**src/logic/fwp_pkg.sv**
```systemverilog
// Constants shared by the flash write-protection guard and its range decoder.
// Assumes a 24-bit byte address into a 4 MB array and 8-bit command codes.
package fwp_pkg;
  // Clock and power-up lockout timing
  localparam int unsigned CLK_HZ = 20_000_000;
  localparam int unsigned LOCKOUT_US = 1000; // power_up_lockout_delay, plain default
  localparam int unsigned LOCKOUT_CYCLES = (LOCKOUT_US * (CLK_HZ / 1_000_000));
  localparam int unsigned BYTE_BITS = 8;

  // Array geometry
  localparam logic [23:0] ARRAY_LAST = 24'h3fffff;
  localparam logic [23:0] ARRAY_BYTES_M1 = 24'h3fffff;
  localparam logic [23:0] PAGE_BYTES = 24'h000100;
  localparam logic [23:0] SECTOR_BYTES = 24'h001000;
  localparam logic [23:0] HALF_BLOCK_BYTES = 24'h008000;
  localparam logic [23:0] BLOCK_BYTES = 24'h010000;

  // Command codes
  localparam logic [7:0] CMD_WRITE_ENABLE = 8'h06;
  localparam logic [7:0] CMD_WRITE_DISABLE = 8'h04;
  localparam logic [7:0] CMD_STATUS_WRITE = 8'h01;
  localparam logic [7:0] CMD_PAGE_PROGRAM = 8'h02;
  localparam logic [7:0] CMD_SECTOR_ERASE = 8'h20;
  localparam logic [7:0] CMD_HALF_BLOCK_ERASE = 8'h52;
  localparam logic [7:0] CMD_BLOCK_ERASE = 8'hd8;
  localparam logic [7:0] CMD_CHIP_ERASE_A = 8'hc7;
  localparam logic [7:0] CMD_CHIP_ERASE_B = 8'h60;
  localparam logic [7:0] CMD_DEEP_POWER_DOWN = 8'hb9;
  localparam logic [7:0] CMD_WAKE_FROM_SLEEP = 8'hab;

  // Status write data field positions (low byte: status_reg_one, high: status_reg_two)
  localparam int unsigned POS_PROTECT_RANGE = 2; // three bits, 4:2
  localparam int unsigned POS_TOP_BOTTOM = 5;
  localparam int unsigned POS_SMALL_REGION = 6;
  localparam int unsigned POS_STATUS_PROTECT = 7;
  localparam int unsigned POS_COMPLEMENT = 14;

  // Reset values
  localparam logic [2:0] RST_PROTECT_RANGE = 3'h0;
  localparam logic RST_FLAG = 1'b0;

  typedef enum logic [1:0] {
    FWP_ST_OFF = 2'b00,
    FWP_ST_LOCK = 2'b01,
    FWP_ST_READY = 2'b10,
    FWP_ST_SLEEP = 2'b11
  } fwp_state_type;
endpackage

```
**src/logic/fwp_range_decode.sv**
```systemverilog
// Decodes the block-protect fields into one inclusive protected address range.
// Assumes the fields are stable register outputs on the same clock.
`timescale 1ns/1ps
module fwp_range_decode (
  input wire logic mclk,
  input wire logic rst_b,
  input wire logic small_region_select,
  input wire logic top_bottom_select,
  input wire logic [2:0] protect_range,
  input wire logic complement_protect,
  output logic prot_en,
  output logic [23:0] prot_lo,
  output logic [23:0] prot_hi
);
  import fwp_pkg::*;

  logic [23:0] size;
  logic [2:0] sh;
  logic nothing;
  logic everything;
  logic en_d;
  logic [23:0] lo_d;
  logic [23:0] hi_d;
  logic en_q;
  logic [23:0] lo_q;
  logic [23:0] hi_q;

  // Region size and placement before complement
  always_comb begin
    nothing = 1'b0;
    everything = 1'b0;
    sh = 3'h0;
    size = BLOCK_BYTES;
    case (protect_range)
      3'h0: nothing = 1'b1;
      3'h7: everything = 1'b1;
      default: begin
        if (small_region_select) begin
          // small sectors
          sh = protect_range[2] ? 3'h3 : (protect_range - 3'h1);
          size = SECTOR_BYTES << sh;
        end else begin
          // whole blocks
          sh = protect_range - 3'h1;
          size = BLOCK_BYTES << sh;
        end
      end
    endcase
    en_d = 1'b1;
    lo_d = 24'h000000;
    hi_d = ARRAY_LAST;
    // complement swaps sides
    if (nothing) begin
      en_d = complement_protect;
    end else if (everything) begin
      en_d = !complement_protect;
    end else if (!top_bottom_select) begin
      // top placement
      if (complement_protect) hi_d = ARRAY_BYTES_M1 - size;
      else lo_d = ARRAY_BYTES_M1 - size + 24'h000001;
    end else begin
      if (complement_protect) lo_d = size;
      else hi_d = size - 24'h000001;
    end
  end

  // Registered so the compare sees a clean range
  always_ff @(posedge mclk or negedge rst_b) begin
    if (!rst_b) begin
      en_q <= 1'b0;
      lo_q <= 24'h000000;
      hi_q <= 24'h000000;
    end else begin
      en_q <= en_d;
      lo_q <= lo_d;
      hi_q <= hi_d;
    end
  end

  assign prot_en = en_q;
  assign prot_lo = lo_q;
  assign prot_hi = hi_q;
endmodule // fwp_range_decode

```
**src/logic/fwp_guard.sv**
```systemverilog
// Write-protection guard between the command decoder and the program, erase and
// status-write engines. Assumes commands arrive decoded, one pulse at chip-select rise.
//
// Behaviour
// Write, program and erase commands are dropped unless a whole number of bytes was clocked; a partial write enable is refused but still clears the latch.
// While the supply is below threshold nothing is recognised and all operations are off.
// After the supply becomes valid every command is refused for a fixed lockout time.
// The host keeps chip select high during power-up until the lockout has ended.
// The write enable latch powers up cleared.
// Program, erase and status writes need the write enable latch set beforehand.
// The write enable latch clears when any program, erase or status write finishes.
// Block-protect fields change only through a status write and define the read-only area.
// The write-protect pin together with a status bit can forbid status writes.
// In deep power-down only the wake command is obeyed.
// Without small regions, codes 1 to 6 protect 1/64 to 1/2 at top or bottom; 0 none, 7 all.
// With small regions, codes 1 to 3 protect 4, 8, 16 KB and codes 4 to 6 protect 32 KB.
// A program or erase touching any protected byte is dropped whole.
// The complement bit protects the opposite of the selected range.
// The 24-bit target is checked against the protected range before the engine starts.
`timescale 1ns/1ps
module fwp_guard #(
  parameter int unsigned LOCK_CYCLES = fwp_pkg::LOCKOUT_CYCLES,
  parameter int unsigned BITS_W = 16
) (
  input wire logic mclk,
  input wire logic rst_b,
  input wire logic supply_ok_pin,
  input wire logic write_protect_n_pin,
  input wire logic cmd_valid,
  input wire logic [7:0] cmd_code,
  input wire logic [23:0] cmd_addr,
  input wire logic [BITS_W-1:0] cmd_bits,
  input wire logic [15:0] status_wdata,
  input wire logic op_done,
  output logic op_start,
  output logic [7:0] op_code,
  output logic [23:0] op_addr,
  output logic cmd_rejected,
  output logic write_enable_latch,
  output logic deep_power_down,
  output logic lockout_active,
  output logic op_busy,
  output logic small_region_select,
  output logic top_bottom_select,
  output logic [2:0] protect_range,
  output logic complement_protect,
  output logic status_protect
);
  import fwp_pkg::*;

  localparam int unsigned LCW = $clog2(LOCK_CYCLES + 1);

  // Two-flop synchronisers for the asynchronous pins
  logic supply_s1_q;
  logic supply_s2_q;
  logic wp_s1_q;
  logic wp_s2_q;

  always_ff @(posedge mclk or negedge rst_b) begin
    if (!rst_b) begin
      supply_s1_q <= 1'b0;
      supply_s2_q <= 1'b0;
      wp_s1_q <= 1'b0;
      wp_s2_q <= 1'b0;
    end else begin
      supply_s1_q <= supply_ok_pin;
      supply_s2_q <= supply_s1_q;
      wp_s1_q <= write_protect_n_pin;
      wp_s2_q <= wp_s1_q;
    end
  end

  fwp_state_type state_q, state_d;
  logic [LCW-1:0] lock_cnt_q, lock_cnt_d;
  logic wel_q, wel_d;
  logic busy_q, busy_d;
  logic start_q, start_d;
  logic rej_q, rej_d;
  logic [7:0] code_q, code_d;
  logic [23:0] addr_q, addr_d;
  logic sec_q, sec_d;
  logic tb_q, tb_d;
  logic [2:0] bp_q, bp_d;
  logic cmp_q, cmp_d;
  logic srp_q, srp_d;

  logic prot_en;
  logic [23:0] prot_lo;
  logic [23:0] prot_hi;

  fwp_range_decode u_range (
    .mclk(mclk),
    .rst_b(rst_b),
    .small_region_select(sec_q),
    .top_bottom_select(tb_q),
    .protect_range(bp_q),
    .complement_protect(cmp_q),
    .prot_en(prot_en),
    .prot_lo(prot_lo),
    .prot_hi(prot_hi)
  );

  // Command classification and target region
  logic is_prog;
  logic is_erase;
  logic is_wrsr;
  logic whole_bytes;
  logic [23:0] reg_lo;
  logic [23:0] reg_hi;
  logic hits_prot;

  always_comb begin
    is_prog = (cmd_code == CMD_PAGE_PROGRAM);
    is_wrsr = (cmd_code == CMD_STATUS_WRITE);
    is_erase = 1'b1;
    reg_lo = 24'h000000;
    reg_hi = ARRAY_LAST;
    case (cmd_code)
      CMD_SECTOR_ERASE: begin
        reg_lo = cmd_addr & ~(SECTOR_BYTES - 24'h000001);
        reg_hi = reg_lo | (SECTOR_BYTES - 24'h000001);
      end
      CMD_HALF_BLOCK_ERASE: begin
        reg_lo = cmd_addr & ~(HALF_BLOCK_BYTES - 24'h000001);
        reg_hi = reg_lo | (HALF_BLOCK_BYTES - 24'h000001);
      end
      CMD_BLOCK_ERASE: begin
        reg_lo = cmd_addr & ~(BLOCK_BYTES - 24'h000001);
        reg_hi = reg_lo | (BLOCK_BYTES - 24'h000001);
      end
      CMD_CHIP_ERASE_A, CMD_CHIP_ERASE_B: begin
        reg_lo = 24'h000000;
      end
      default: begin
        is_erase = 1'b0;
        // Program stays inside one page
        reg_lo = cmd_addr & ~(PAGE_BYTES - 24'h000001);
        reg_hi = reg_lo | (PAGE_BYTES - 24'h000001);
      end
    endcase
    // byte boundary check
    whole_bytes = (cmd_bits != '0) && (cmd_bits[2:0] == 3'h0);
    // overlap compare
    hits_prot = prot_en && (reg_lo <= prot_hi) && (reg_hi >= prot_lo);
  end

  // Next-state logic for the guard
  always_comb begin
    state_d = state_q;
    lock_cnt_d = lock_cnt_q;
    wel_d = wel_q;
    busy_d = busy_q;
    start_d = 1'b0;
    rej_d = 1'b0;
    code_d = code_q;
    addr_d = addr_q;
    sec_d = sec_q;
    tb_d = tb_q;
    bp_d = bp_q;
    cmp_d = cmp_q;
    srp_d = srp_q;
    // clear latch on completion
    if (op_done && busy_q) begin
      busy_d = 1'b0;
      wel_d = 1'b0;
    end
    case (state_q)
      FWP_ST_OFF: begin
        // nothing recognised
        lock_cnt_d = '0;
        wel_d = 1'b0;
        busy_d = 1'b0;
        rej_d = cmd_valid;
        if (supply_s2_q) state_d = FWP_ST_LOCK;
      end
      FWP_ST_LOCK: begin
        // lockout countdown
        rej_d = cmd_valid;
        if (lock_cnt_q >= LCW'(LOCK_CYCLES - 1)) state_d = FWP_ST_READY;
        else lock_cnt_d = lock_cnt_q + LCW'(1);
      end
      FWP_ST_SLEEP: begin
        // only wake is obeyed
        if (cmd_valid) begin
          if (cmd_code == CMD_WAKE_FROM_SLEEP) state_d = FWP_ST_READY;
          else rej_d = 1'b1;
        end
      end
      FWP_ST_READY: begin
        if (cmd_valid) begin
          if (busy_q) begin
            rej_d = 1'b1; // Engine still running
          end else if (cmd_code == CMD_WRITE_ENABLE) begin
            wel_d = whole_bytes;
            rej_d = !whole_bytes;
          end else if (cmd_code == CMD_WRITE_DISABLE) begin
            if (whole_bytes) wel_d = 1'b0;
            rej_d = !whole_bytes;
          end else if (cmd_code == CMD_DEEP_POWER_DOWN) begin
            state_d = FWP_ST_SLEEP;
          end else if (is_wrsr) begin
            // latch needed; R09 pin gate
            if (!whole_bytes || !wel_q || (srp_q && !wp_s2_q)) begin
              rej_d = 1'b1;
            end else begin
              // fields updated by status write only
              bp_d = status_wdata[POS_PROTECT_RANGE +: 3];
              tb_d = status_wdata[POS_TOP_BOTTOM];
              sec_d = status_wdata[POS_SMALL_REGION];
              srp_d = status_wdata[POS_STATUS_PROTECT];
              cmp_d = status_wdata[POS_COMPLEMENT];
              start_d = 1'b1;
              busy_d = 1'b1;
              code_d = cmd_code;
              addr_d = cmd_addr;
            end
          end else if (is_prog || is_erase) begin
            // latch needed; R13 drop on overlap
            if (!whole_bytes || !wel_q || hits_prot) begin
              rej_d = 1'b1;
            end else begin
              start_d = 1'b1;
              busy_d = 1'b1;
              code_d = cmd_code;
              addr_d = cmd_addr;
            end
          end
        end
      end
      default: state_d = FWP_ST_OFF;
    endcase
    // supply loss overrides state, counter, latch, busy and start; latch and busy drop at once
    if (!supply_s2_q) begin
      state_d = FWP_ST_OFF;
      lock_cnt_d = '0;
      wel_d = 1'b0;
      busy_d = 1'b0;
      start_d = 1'b0;
    end
  end

  // Registers; R05 latch powers up cleared
  always_ff @(posedge mclk or negedge rst_b) begin
    if (!rst_b) begin
      state_q <= FWP_ST_OFF;
      lock_cnt_q <= '0;
      wel_q <= RST_FLAG;
      busy_q <= RST_FLAG;
      start_q <= RST_FLAG;
      rej_q <= RST_FLAG;
      code_q <= 8'h00;
      addr_q <= 24'h000000;
      sec_q <= RST_FLAG;
      tb_q <= RST_FLAG;
      bp_q <= RST_PROTECT_RANGE;
      cmp_q <= RST_FLAG;
      srp_q <= RST_FLAG;
    end else begin
      state_q <= state_d;
      lock_cnt_q <= lock_cnt_d;
      wel_q <= wel_d;
      busy_q <= busy_d;
      start_q <= start_d;
      rej_q <= rej_d;
      code_q <= code_d;
      addr_q <= addr_d;
      sec_q <= sec_d;
      tb_q <= tb_d;
      bp_q <= bp_d;
      cmp_q <= cmp_d;
      srp_q <= srp_d;
    end
  end

  assign op_start = start_q;
  assign op_code = code_q;
  assign op_addr = addr_q;
  assign cmd_rejected = rej_q;
  assign write_enable_latch = wel_q;
  assign deep_power_down = (state_q == FWP_ST_SLEEP);
  assign lockout_active = (state_q == FWP_ST_OFF) || (state_q == FWP_ST_LOCK);
  assign op_busy = busy_q;
  assign small_region_select = sec_q;
  assign top_bottom_select = tb_q;
  assign protect_range = bp_q;
  assign complement_protect = cmp_q;
  assign status_protect = srp_q;
endmodule // fwp_guard

```
**config.mk**
```make
export PLATFORM = sky130hd
export DESIGN_NAME = fwp_guard
export DESIGN_NICKNAME = d
export VERILOG_FILES = /design/src/logic/fwp_pkg.sv /design/src/logic/fwp_range_decode.sv /design/src/logic/fwp_guard.sv
export SDC_FILE = /design/constraint.sdc
export NUM_CORES = 1
export LEC_CHECK = 0
export ABC_AREA = 1
export BUFFER_PORTS_ARGS = -buffer_cell sky130_fd_sc_hd__buf_2
export CAP_MARGIN = 15
export CELL_PAD_IN_SITES_DETAIL_PLACEMENT = 1
export CELL_PAD_IN_SITES_GLOBAL_PLACEMENT = 2
export CORE_ASPECT_RATIO = 0.5
export CORE_MARGIN = 2
export CORE_UTILIZATION = 30
export CTS_BUF_LIST = sky130_fd_sc_hd__clkbuf_16
export DETAILED_ROUTE_END_ITERATION = 12
export GPL_TIMING_DRIVEN = 0
export PLACE_DENSITY = 0.86
export SLEW_MARGIN = 20
export SYNTH_ARGS = -nofsm -noshare
export SYNTH_HDL_FRONTEND = slang
export SYNTH_SLANG_ARGS = --single-unit
```
**constraint.sdc**
```tcl
create_clock -name mclk -period 5.5 [get_ports mclk]
set_clock_uncertainty 0.05 [all_clocks]
set_input_delay 0.275 -clock mclk [delete_from_list [all_inputs] [get_ports mclk]]
set_output_delay 0.275 -clock mclk [all_outputs]
set_load 0.005 [all_outputs]
```
* Word-level counts from Yosys, hierarchy flattened
Index checks and enable logic that the tools add are counted.
Cells by class: muxes and demuxes 84, add/subtract/negate cells 5, bitwise gates (word level) 5, shift-type cells 2, reductions and logical operators 27, eq/ne operators 27, order comparisons 3
Operators with widths (number):
- $mux 24 | 16
- $pmux 24 s4 | 2
- $mux 1 | 45
- $eq 8x8->1 const B | 4
- $mux 8 | 4
- $mux 15 | 2
- $pmux 15 s2 | 1
- $add 24x1->24 const B | 1
- $ge 24x24->1 | 1
- $le 24x24->1 | 1
- $ne 3x3->1 const B | 8
- $shl 13x3->24 const A | 1
- $shl 17x3->24 const A | 1
- $sub 22x24->24 const A | 1
- $sub 24x1->24 const B | 1
- $mux 2 | 9
- $eq 8x3->1 const B | 2
- $eq 8x7->1 const B | 2
- $reduce_and 8->1 | 2
- $reduce_bool 16->1 | 1
- $add 15x1->15 const B | 1
- $ge 15x15->1 const B | 1
- $reduce_and 9->1 | 1
- $eq 8x1->1 const B | 1
- other kinds (23) | 44
Storage, ports and cells: bits in registers 113, input bits 70, output and inout port bits 45, word-level logic and storage cells 173

* Logic depth before layout (Yosys ltp)
Gate-level depths: netlist of the first run.
word-level depth 17, gate-level depth with buffers 24, mapped depth without buffers 22

* Cells and area by module
From an unflattened synthesis of the first run, not the netlist that was laid out.
Unflattened totals: cells, all modules 831, area, all modules 6168.4 um^2
Modules (own cells, without submodules):
- fwp_guard | instances 1, sequential area each 1601.5 um^2, cells each 576, area each 4267.8 um^2
- fwp_range_decode | instances 1, sequential area each 650.6 um^2, cells each 255, area each 1900.6 um^2

* Worst setup path after synthesis of the first run
Ideal clock, no wire load.
kind input-to-reg, start point input cmd_code[0], end point register code_q[2] (netlist: op_code[2]), buffers on the path 2, path slack 2.990 ns, data required time 5.324 ns, arrival 2.334 ns, stages 24, library setup time 0.126 ns, path through nor2_1 -> inv_1 -> nor2_1 -> nand3_1 -> nand3_2 -> nor2_2 -> inv_1 -> nand2_1 -> inv_1 -> nor2_1 -> ha_1 -> nand2_1 -> nor2_1 -> nand2_1 -> nand2_1 -> nand2_1 -> nand2_1 -> nand2_1 -> nand3_1 -> nand3_2 -> buf_6 -> buf_6 -> nand2_1 -> o21ai_0
Between the ends: cells in the longest elaborated chain, start to end 9, elaborated cells on any way between the ends 29, classes of those cells 2 x order compare; 12 x eq/ne; 4 x mux; 3 x bitwise; 8 x reduce/logical
Ends and longest elaborated chain:
- start, declared | RTL line fwp_guard.sv:30 | input wire logic [7:0] cmd_code,
- $eq 8x8->1 / $eq 8x7->1 (equally long branches) | RTL line fwp_guard.sv:118 | case (cmd_code)
- $reduce_or 2->1
- $pmux 24 s4 | RTL line fwp_guard.sv:118
- $le 24x24->1 | RTL line fwp_guard.sv:144 | hits_prot = prot_en && (reg_lo <= prot_hi) && (reg_hi >= prot_lo);
- $logic_and 1x1->1 (2 in series) | RTL line fwp_guard.sv:144
- $logic_or 1x1->1 | RTL line fwp_guard.sv:219 | if (!whole_bytes || !wel_q || hits_prot) begin
- $ne 2x2->1 (no line)
- $reduce_and 9->1 (no line)
- end signal, assigned | RTL line fwp_guard.sv:265 | code_q <= code_d;
- end, declared | RTL line fwp_guard.sv:79 | logic [7:0] code_q, code_d;
Several ways; a longest one is shown, not always the timed one. A chain may end at the register's enable or synchronous reset.

* Worst setup path in the final report of the first run
start point input cmd_code[3], end point register code_q[3] (netlist: op_code[3])
The elaborated chain is that of the path after synthesis.

==> results of run 1 <==
[Yosys cell counts (2+ instances only)]
cell type	number
a21boi_0	2
a21oi_1	33
buf_2	4
buf_6	8
dfrtp_1	90
ha_1	37
inv_1	128
inv_2	9
nand2_1	199
nand2_2	4
nand3_1	48
nand3_2	3
nand4_1	17
nor2_1	82
nor2_2	9
nor3_1	19
nor3_4	2
nor4_1	2
o21ai_0	23
o21ai_1	17
o21ai_2	25
o21bai_1	2
o22ai_1	7
or2_2	2
[worst reg2reg max path: stages (launching register included)]
cell and delay [ns]:
dfrtp_1 0.47, inv_1 0.15, ha_1 0.25, nand2_1 0.08, nand2_1 0.07, buf_6 0.15
nor3_4 0.19, inv_2 0.09, nor2_1 0.17, inv_1 0.10, ha_1 0.24, nand2_1 0.15
inv_1 0.11, nand3_1 0.10, nand3_1 0.08, nand2_1 0.08, o21ai_0 0.08
[what timing repair did]
action,4_1_cts,5_1_grt
hold endpoints to repair,43,0
setup buffers,0,0
hold buffers,3,0
[sequential cells by signal, summed over array words and instances, names as in the netlist, 2 cells and up]
signal / cells
protect_range: 3
lock_cnt_q: 15
state_q: 2
op_addr: 24
u_range.prot_lo: 12
u_range.prot_hi: 13
op_code: 8
[cells in the final DEF, fill, tap and decap left out, types with 3 or more instances in the layout]
cell	n
a21oi_1	33
nor3_1	19
dfrtp_1	90
inv_1	129
ha_1	37
o21ai_0	23
nand2_1	199
nand4_1	17
inv_2	9
clkbuf_16	9
nand3_1	48
nor2_2	9
buf_2	108
nand3_2	3
o22ai_1	7
nor2_1	82
nand2_2	4
o21ai_1	17
dlygate4sd3_1	3
o21ai_2	25
buf_6	9
[how the worst max path moves through the flow]
stage	start	to	slack (ns)	depth (start not counted)
finish	cmd_code[3]	op_code[3]	2.60	24
global route	cmd_code[3]	op_code[3]	2.28	24
CTS	cmd_code[3]	op_code[3]	2.59	24
detailed placement	cmd_code[3]	op_code[3]	2.22	24
global placement	cmd_code[3]	op_code[2]	2.30	24
floorplan	cmd_code[0]	op_code[2]	2.99	24
[power by group through the flow]
stage	combinational, mW	clock [mW]	sequential (mW)
detailed placement	0.190	0	0.698
global placement	0.181	0	0.698
floorplan	0.108	0	0.695
CTS	0.193	0.592	0.685
global route	0.216	0.611	0.687
finish	0.188	0.571	0.685
[kinds of logic after synthesis]
| group | after synthesis | share of synthesized area |
|---|---|---|
| AO/OA/AOI/OAI | 114 | 0.122 |
| adder cells (fa/ha/maj) | 37 | 0.0799 |
| flip-flops | 90 | 0.389 |
| AND/OR/NAND/NOR | 393 | 0.299 |
| other | 1 | 0.000647 |
| buffers and inverters | 150 | 0.109 |
| XOR/XNOR | 1 | 0.00151 |
[routing by layer]
layer  global-route usage  vias to the layer above
li1                     -                     2738
met1                0.206                     2590
met2                0.316                       57
met3               0.0332                       15
met4               0.0382                        0
met5                    0                        -
[per-stage QoR]
step | instance area, sq um | cells | power, mW | setup WS [ns]
after floorplan | 5800 | 786 | 0.804 | 2.99
after detailed placement | 6680 | 1151 | 0.887 | 2.22
final | 6970 | 1169 | 1.44 | 2.60
after CTS | 6970 | 1169 | 1.47 | 2.59
after global routing | 6970 | 1169 | 1.51 | 2.28
after global placement | 6650 | 1150 | 0.879 | 2.30
[area by class of cell]
cell class                 instances  share of cell area
multi-input combinational        546               0.418
sequential                        90               0.323
timing repair buffer             109              0.0845
inverter                         137              0.0738
tap                              259              0.0465
clock buffer                       9              0.0323
buffer                            13              0.0165
clock inverter                     6             0.00520
==> flow_summary.yaml, run 1 <==
logic_synthesis:
  syn_area_sq_um: 5800
  synth_nets: 893
  synth_top_cells_by_area: "dfrtp_1 (39%), nand2_1 (13%), inv_1 (8.3%), ha_1 (8.0%), nor2_1 (5.3%)"
  syn_inst: 786
  synth_seq_cells: 90
  synth_ff_type: "dfrtp_1"
  synth.distinct_cells: 38
  yosys_warnings: 0
  synth_edf_count: 0
  yosys.area.top_type: "dfrtp_1"
  synth_top_area_share: 0.389
  ys_seq_area_frac: 0.389
  avgSynthCellArea_sq_um: 7.38
  ys_async_sr_fraction: 1.00
hold_path:
  hp-class: "input port to flop"
  holdPathEnd: "op_addr[7]"
  hold_start: "cmd_addr[7]"
  min_delay_path_depth: 3
placement:
  dpl.hpwl_microns: 13600
  numPortBuffers: 105
  routabilityCongestion: 0.850
layout:
  layout-drive-gt1-share: 0.211
  regArea_sq_um: 2250
  antennaDiodeCount: 0
  fin_util: 0.374
  syn_to_final_growth_pct: 20.3
  fillers: 2372
  multiInputGateArea_sq_um: 2920
  final_nets: 1013
floorplan:
  rows: 35
  core-area_sq_um: 18700
  die_w_microns: 201
  die_h_microns: 102
  dieArea_sq_um: 20500
  start_util: 0.311
  ios: 115
power_and_ir_drop:
  power_density_nw_per_um2: 207
  peakVddDrop_mv: 0.134
  cellLeakagePower_nw: 3.63
  combPwrFrac: 0.130
  switchingPower_mw: 0.405
  clkPwrFrac: 0.395
  p_seq_frac: 0.475
  internal_power_mw: 1.04
  netSwitchingFraction: 0.281
sta:
  drv_slew: 0
  fin_crit_sh: 0.527
  worst_pin_slew_ns: 0.756
  hold_violations: 0
  finalSetupTns_ns: 0
  rsz0062_at_grt: "false"
  maxSlewHeadroom: 0.494
  fmax_mhz: 345
  timing.hold.ws_ns: 0.119
  fin_crit_ns: 2.90
  setup_violations: 0
clock_tree:
  cts_tree: "built"
  htreeDepth: 3
  cts_made_buffers: 9
  cts.reportedPaths.clkPinSlew_ns: 0.07
  ctsResizeCount: 0
  clock_sinks: 90
  clkLatencyLatePin_ns: 0.34
  clockRootBuffer: "clkbuf_16"
  cts_max_path_buffers: 2
grt:
  grt_pass1_wl_microns: 27800
  grt_start_max_net_pins: 50
  grt_pass1_vias: 5659
  grt_antenna_before_repair: 0
  grt_use_total: 0.169
  grt.overflow.total: 0
routing:
  antenna_left: 0
  wl_per_cell_microns: 14.3
  drc_errors: 0
  viasPerCell: 4.62
  drt_pass1_iterations: 4
  wl_met2_microns: 8390
  drt-met1-wl_microns: 7760
  drt-total-wl_microns: 16700
  routed.top_layer: "met4"
  wl_met3_microns: 404
  drt-initial-drc-count: 192
  num_vias: 5400
critical_path:
  path_buf_inv: 6
  r2r_slack_ns: 2.77
  r2r_cells: 16
  end_kind: "flop"
  crit_chain: "buf_2, inv_2, nor2_1, nand4_1, nand3_2, nor2_2, inv_1, nand2_1, inv_1, nor2_1, ha_1, nand2_1, nor2_1, nand2_1, nand2_1, nand2_1, nand2_1, nand2_1, nand3_1, nand3_2, buf_6, buf_6, nand2_1, o21ai_0"
  critPathSlowestCell: "ha_1"
  worst-path-max-fanout: 10
  critical_path_class: "input port to flop"
  worst_ep_required_time_ns: 5.67
  cpLargestDelayFamily: "simple AND/OR/NAND/NOR gates"
  r2r-end: "u_range.prot_hi[20]"
  cp-start-kind: "input port"
  reg2reg_from: "protect_range[0]"
  arrival_ns: 3.07
  slowest_delay_ns: 0.27
  crit_top_cell: "nand2_1"
status:
  status: "complete, no violations"
run:
  cap_violations: 0
Power figures use the tool's default switching activity.
==> run 2: changes to the inputs <==
--- a/config.mk
+++ b/config.mk
@@ -12,11 +12,11 @@
 export CELL_PAD_IN_SITES_GLOBAL_PLACEMENT = 2
 export CORE_ASPECT_RATIO = 0.5
 export CORE_MARGIN = 2
-export CORE_UTILIZATION = 30
+export CORE_UTILIZATION = 28
 export CTS_BUF_LIST = sky130_fd_sc_hd__clkbuf_16
 export DETAILED_ROUTE_END_ITERATION = 12
 export GPL_TIMING_DRIVEN = 0
-export PLACE_DENSITY = 0.86
+export PLACE_DENSITY = 0.84
 export SLEW_MARGIN = 20
 export SYNTH_ARGS = -nofsm -noshare
 export SYNTH_HDL_FRONTEND = slang
==> constraint.sdc (replaced) <==
create_clock -name mclk -period 2.36 [get_ports mclk]
set_clock_uncertainty 0.05 [all_clocks]
set_input_delay 0.118 -clock mclk [delete_from_list [all_inputs] [get_ports mclk]]
set_output_delay 0.118 -clock mclk [all_outputs]
set_load 0.005 [all_outputs]
==> flow_summary.yaml, run 2 (same netlist as run 1, synthesis figures left out) <==
status:
  status: "complete, no violations"
sta:
  fin_crit_sh: 0.995
  drv_slew: 0
  timing.hold.ws_ns: 0.00176
  fmax_mhz: 426
  rsz0062_at_grt: "true"
  setup_violations: 0
  fin_crit_ns: 2.35
  worst_pin_slew_ns: 0.708
  maxSlewHeadroom: 0.526
  hold_violations: 0
clock_tree:
  clockRootBuffer: "clkbuf_16"
  htreeDepth: 3
  cts_made_buffers: 9
  cts_max_path_buffers: 2
  cts.reportedPaths.clkPinSlew_ns: 0.07
  clock_sinks: 90
  clkLatencyLatePin_ns: 0.36
  cts_tree: "built"
floorplan:
  rows: 37
  die_h_microns: 106
  dieArea_sq_um: 21900
  start_util: 0.284
  die_w_microns: 207
  core-area_sq_um: 20400
  ios: 115
critical_path:
  worst-path-max-fanout: 6
  arrival_ns: 2.55
  end_kind: "flop"
  worst_ep_required_time_ns: 2.56
  r2r_cells: 12
  critical_path_class: "input port to flop"
  cp-start-kind: "input port"
placement:
  routabilityCongestion: 0.865
  numPortBuffers: 105
  place_area_sq_um: 6700
  place_inst: 1165
  dpl.hpwl_microns: 13800
hold_path:
  min_delay_path_depth: 3
  hp-class: "input port to flop"
grt:
  grt_start_max_net_pins: 48
  grt_use_total: 0.172
  grt_antenna_before_repair: 1
  grt.overflow.total: 0
  grt_pass1_vias: 6046
  grt_pass1_wl_microns: 30200
layout:
  layout.cells.non_filler: 1235
  syn_to_final_growth_pct: 38.6
  largest_reg_flops: 24
  layout_common_cells: "nand2_1 (169), inv_1 (116), buf_2 (100), dfrtp_1 (89), nor2_1 (61)"
  finalInstanceArea_sq_um: 8040
  antennaDiodeCount: 0
  final_nets: 1064
  layout-drive-gt1-share: 0.316
  layout_commonest_cell: "nand2_1"
power_and_ir_drop:
  power_density_nw_per_um2: 456
  cellLeakagePower_nw: 3.98
  peakVddDrop_mv: 0.316
routing:
  viasPerCell: 4.63
  antenna_left: 0
  num_vias: 5716
  wl_per_cell_microns: 15.1
  drc_errors: 0
  drt-total-wl_microns: 18600
  drt-initial-drc-count: 205
  drt_pass1_iterations: 4
run:
  cap_violations: 0
[run 2: path summary, 6_finish.rpt]
kind,from,to,slack (ns)
min,cmd_code[2],op_code[2],0.002
max in group asynchronous,rst_b,protect_range[0],1.45
max,cmd_code[3],op_addr[17],0.01
max reg2reg,protect_range[0],u_range.prot_hi[14],0.13
min reg2reg,wp_s1_q,wp_s2_q,0.30
min in group asynchronous,rst_b,u_range.prot_hi[14],0.21
[run 2: per-layer routing]
metal	up-vias	track usage	share of wire
met5	-	0	0
met4	0	0.0515	0.024
met3	33	0.0328	0.029
met2	76	0.318	0.51
met1	2759	0.202	0.43
li1	2848	-	-
[run 2: area by class of cell]
type / count / area (sq um)
clock buffer: 9 / 225
tap: 273 / 342
multi-input combinational: 546 / 3290
inverter: 137 / 531
clock inverter: 7 / 85.1
buffer: 13 / 150
fill: 2514 / 12400
timing repair buffer: 160 / 1160
sequential: 90 / 2250
[run 2: critical path, cell delays in order]
cell	delay, ns
buf_6	0.11
inv_4	0.07
nand2_4	0.07
nor2_4	0.16
nand3_4	0.11
nand3_4	0.12
nor2_4	0.05
inv_2	0.07
nand2_4	0.08
inv_4	0.08
nor2_2	0.03
ha_1	0.28
nand2_2	0.08
a21oi_2	0.11
nor2_1	0.06
nand2_1	0.07
nand2_1	0.05
nand2_1	0.06
nand2_1	0.06
nand3_2	0.11
nand3_4	0.13
buf_12	0.19
clkbuf_16	0.17
nand2_2	0.06
o21ai_2	0.05
[run 2: where the power goes]
group          total, mW  switching [mW]  internal, mW  leakage, nW
Clock               1.55           0.629         0.917        0.154
Sequential          1.60          0.0287          1.57         1.19
Combinational      0.520           0.320         0.200         2.64
[run 2: stage by stage]
stage	power (mW)	utilization	setup TNS [ns]	setup WS [ns]
floorplan	1.87	-	0	0.00682
global placement	2.05	0.326	-21.73	-0.608
detailed placement	2.07	0.328	-23.74	-0.634
CTS	3.68	0.364	0	0.0101
global route	3.84	0.394	-6.15	-0.204
finish	3.66	0.394	0	0.0121
[run 2: repair_timing]
action	in CTS	in global routing
gates cloned	0	3
gates resized for setup	32	125
endpoints found under the setup margin	49	48
hold buffers	26	1
pin swaps	4	30
endpoints found under the hold margin	68	1
setup buffers	10	14
==> run 3: changes to the inputs <==
--- a/config.mk
+++ b/config.mk
@@ -13,7 +13,6 @@
 export CORE_ASPECT_RATIO = 0.5
 export CORE_MARGIN = 2
 export CORE_UTILIZATION = 28
-export CTS_BUF_LIST = sky130_fd_sc_hd__clkbuf_16
 export DETAILED_ROUTE_END_ITERATION = 12
 export GPL_TIMING_DRIVEN = 0
 export PLACE_DENSITY = 0.84
==> flow_summary.yaml, run 3 (same netlist as run 1, synthesis figures left out) <==
floorplan:
  ios: 115
  start_util: 0.284
  die_w_microns: 207
  dieArea_sq_um: 21900
  rows: 37
  die_h_microns: 106
  core-area_sq_um: 20400
clock_tree:
  htreeDepth: 3
  clock_sinks: 90
  cts.reportedPaths.clkPinSlew_ns: 0.07
  cts_max_path_buffers: 2
  cts_made_buffers: 9
  clkLatencyLatePin_ns: 0.36
  cts_tree: "built"
  clockRootBuffer: "clkbuf_16"
sta:
  fmax_mhz: 423
  hold_violations: 0
  worst_pin_slew_ns: 0.718
  finalSetupTns_ns: -0.00517
  drv_slew: 0
  setup_violations: 2
  fin_crit_ns: 2.36
  maxSlewHeadroom: 0.520
  fin_crit_sh: 1.00
  rsz0062_at_grt: "true"
  timing.final.ws_setup_ns: -0.00415
  timing.hold.ws_ns: 0.00126
critical_path:
  r2r_cells: 15
  critPathSlowestCell: "ha_1"
  cpLargestDelayFamily: "simple AND/OR/NAND/NOR gates"
  arrival_ns: 2.56
  worst-path-max-fanout: 6
  worst_ep_required_time_ns: 2.56
  slowest_delay_ns: 0.28
  critical_path_class: "input port to flop"
  crit_top_cell: "nand2_1"
  path_buf_inv: 6
  end_kind: "flop"
  crit_cells: 25
  cp-start-kind: "input port"
grt:
  grt_pass1_wl_microns: 30300
  grt_use_total: 0.172
  grt_antenna_before_repair: 1
  grt.overflow.total: 0
  grt_pass1_vias: 6054
  grt_start_max_net_pins: 48
placement:
  numPortBuffers: 105
  place_area_sq_um: 6700
  routabilityCongestion: 0.865
  dpl.hpwl_microns: 13800
status:
  violations: "negative setup slack"
  status: "finished with violations"
layout:
  layout_common_cells: "nand2_1 (164), inv_1 (114), buf_2 (100), dfrtp_1 (89), nor2_1 (61)"
  syn_to_final_growth_pct: 40.7
  finalInstanceArea_sq_um: 8150
  antennaDiodeCount: 0
  largest_reg_flops: 24
  layout_commonest_cell: "nand2_1"
  layout-drive-gt1-share: 0.327
  final_nets: 1065
hold_path:
  min_delay_path_depth: 3
  hp-class: "input port to flop"
routing:
  drt_pass1_iterations: 4
  drt-initial-drc-count: 166
  viasPerCell: 4.63
  drc_errors: 0
  drt-total-wl_microns: 18700
  wl_per_cell_microns: 15.2
  antenna_left: 0
  num_vias: 5723
power_and_ir_drop:
  power_density_nw_per_um2: 455
  peakVddDrop_mv: 0.323
  cellLeakagePower_nw: 4.01
run:
  cap_violations: 0
==> run 3: path summary, 6_finish.rpt <==
check | from | endpoint | slack [ns]
max in group asynchronous | rst_b | protect_range[0] | 1.45
min reg2reg | wp_s1_q | wp_s2_q | 0.30
max | cmd_code[3] | op_addr[13] | -0.004
max reg2reg | protect_range[0] | u_range.prot_lo[20] | 0.14
min | cmd_code[5] | op_code[5] | 0.001
min in group asynchronous | rst_b | op_addr[14] | 0.21
==> run 3: where the power goes <==
part           switching (mW)  leakage [nW]  internal, mW
sequential             0.0289          1.19          1.57
combinational           0.323          2.67         0.202
clock                   0.631         0.156         0.954
total                   0.982          4.01          2.73
==> run 3: tightest hold or removal path, stage by stage <==
cell and delay [ns]:
buf_6 0.11, inv_2 0.08, o21ai_2 0.06
==> run 3: repair_timing <==
| item | CTS | global route |
|---|---|---|
| setup buffers | 10 | 14 |
| hold buffers | 26 | 2 |
| setup endpoints to repair | 49 | 48 |
| gates resized for setup | 32 | 150 |
| pin swaps | 4 | 27 |
| hold endpoints to repair | 68 | 2 |
| cloned | 0 | 3 |
==> run 3: metal layers <==
metal / part of all wire / GRT usage
met1: 0.43 / 0.202
met2: 0.52 / 0.319
met3: 0.028 / 0.0328
met4: 0.022 / 0.0515
met5: 0 / 0
==> run 3: layout make-up <==
class | instances | area (sq um)
inverter | 137 | 531
buffer | 13 | 160
sequential | 90 | 2250
clock inverter | 5 | 77.6
clock buffer | 11 | 243
multi-input combinational | 546 | 3370
tap | 273 | 342
timing repair buffer | 161 | 1180
fill | 2504 | 12300
==> run 3: per-stage QoR <==
stage | cells | power, mW | utilization | worst slack, ns
after CTS | 1217 | 3.71 | 0.365 | 0.0108
after global placement | 1164 | 2.05 | 0.326 | -0.608
after global routing | 1236 | 3.89 | 0.399 | -0.230
after floorplan | 786 | 1.87 | - | 0.00682
final | 1236 | 3.71 | 0.399 | -0.00415
after detailed placement | 1165 | 2.07 | 0.328 | -0.634
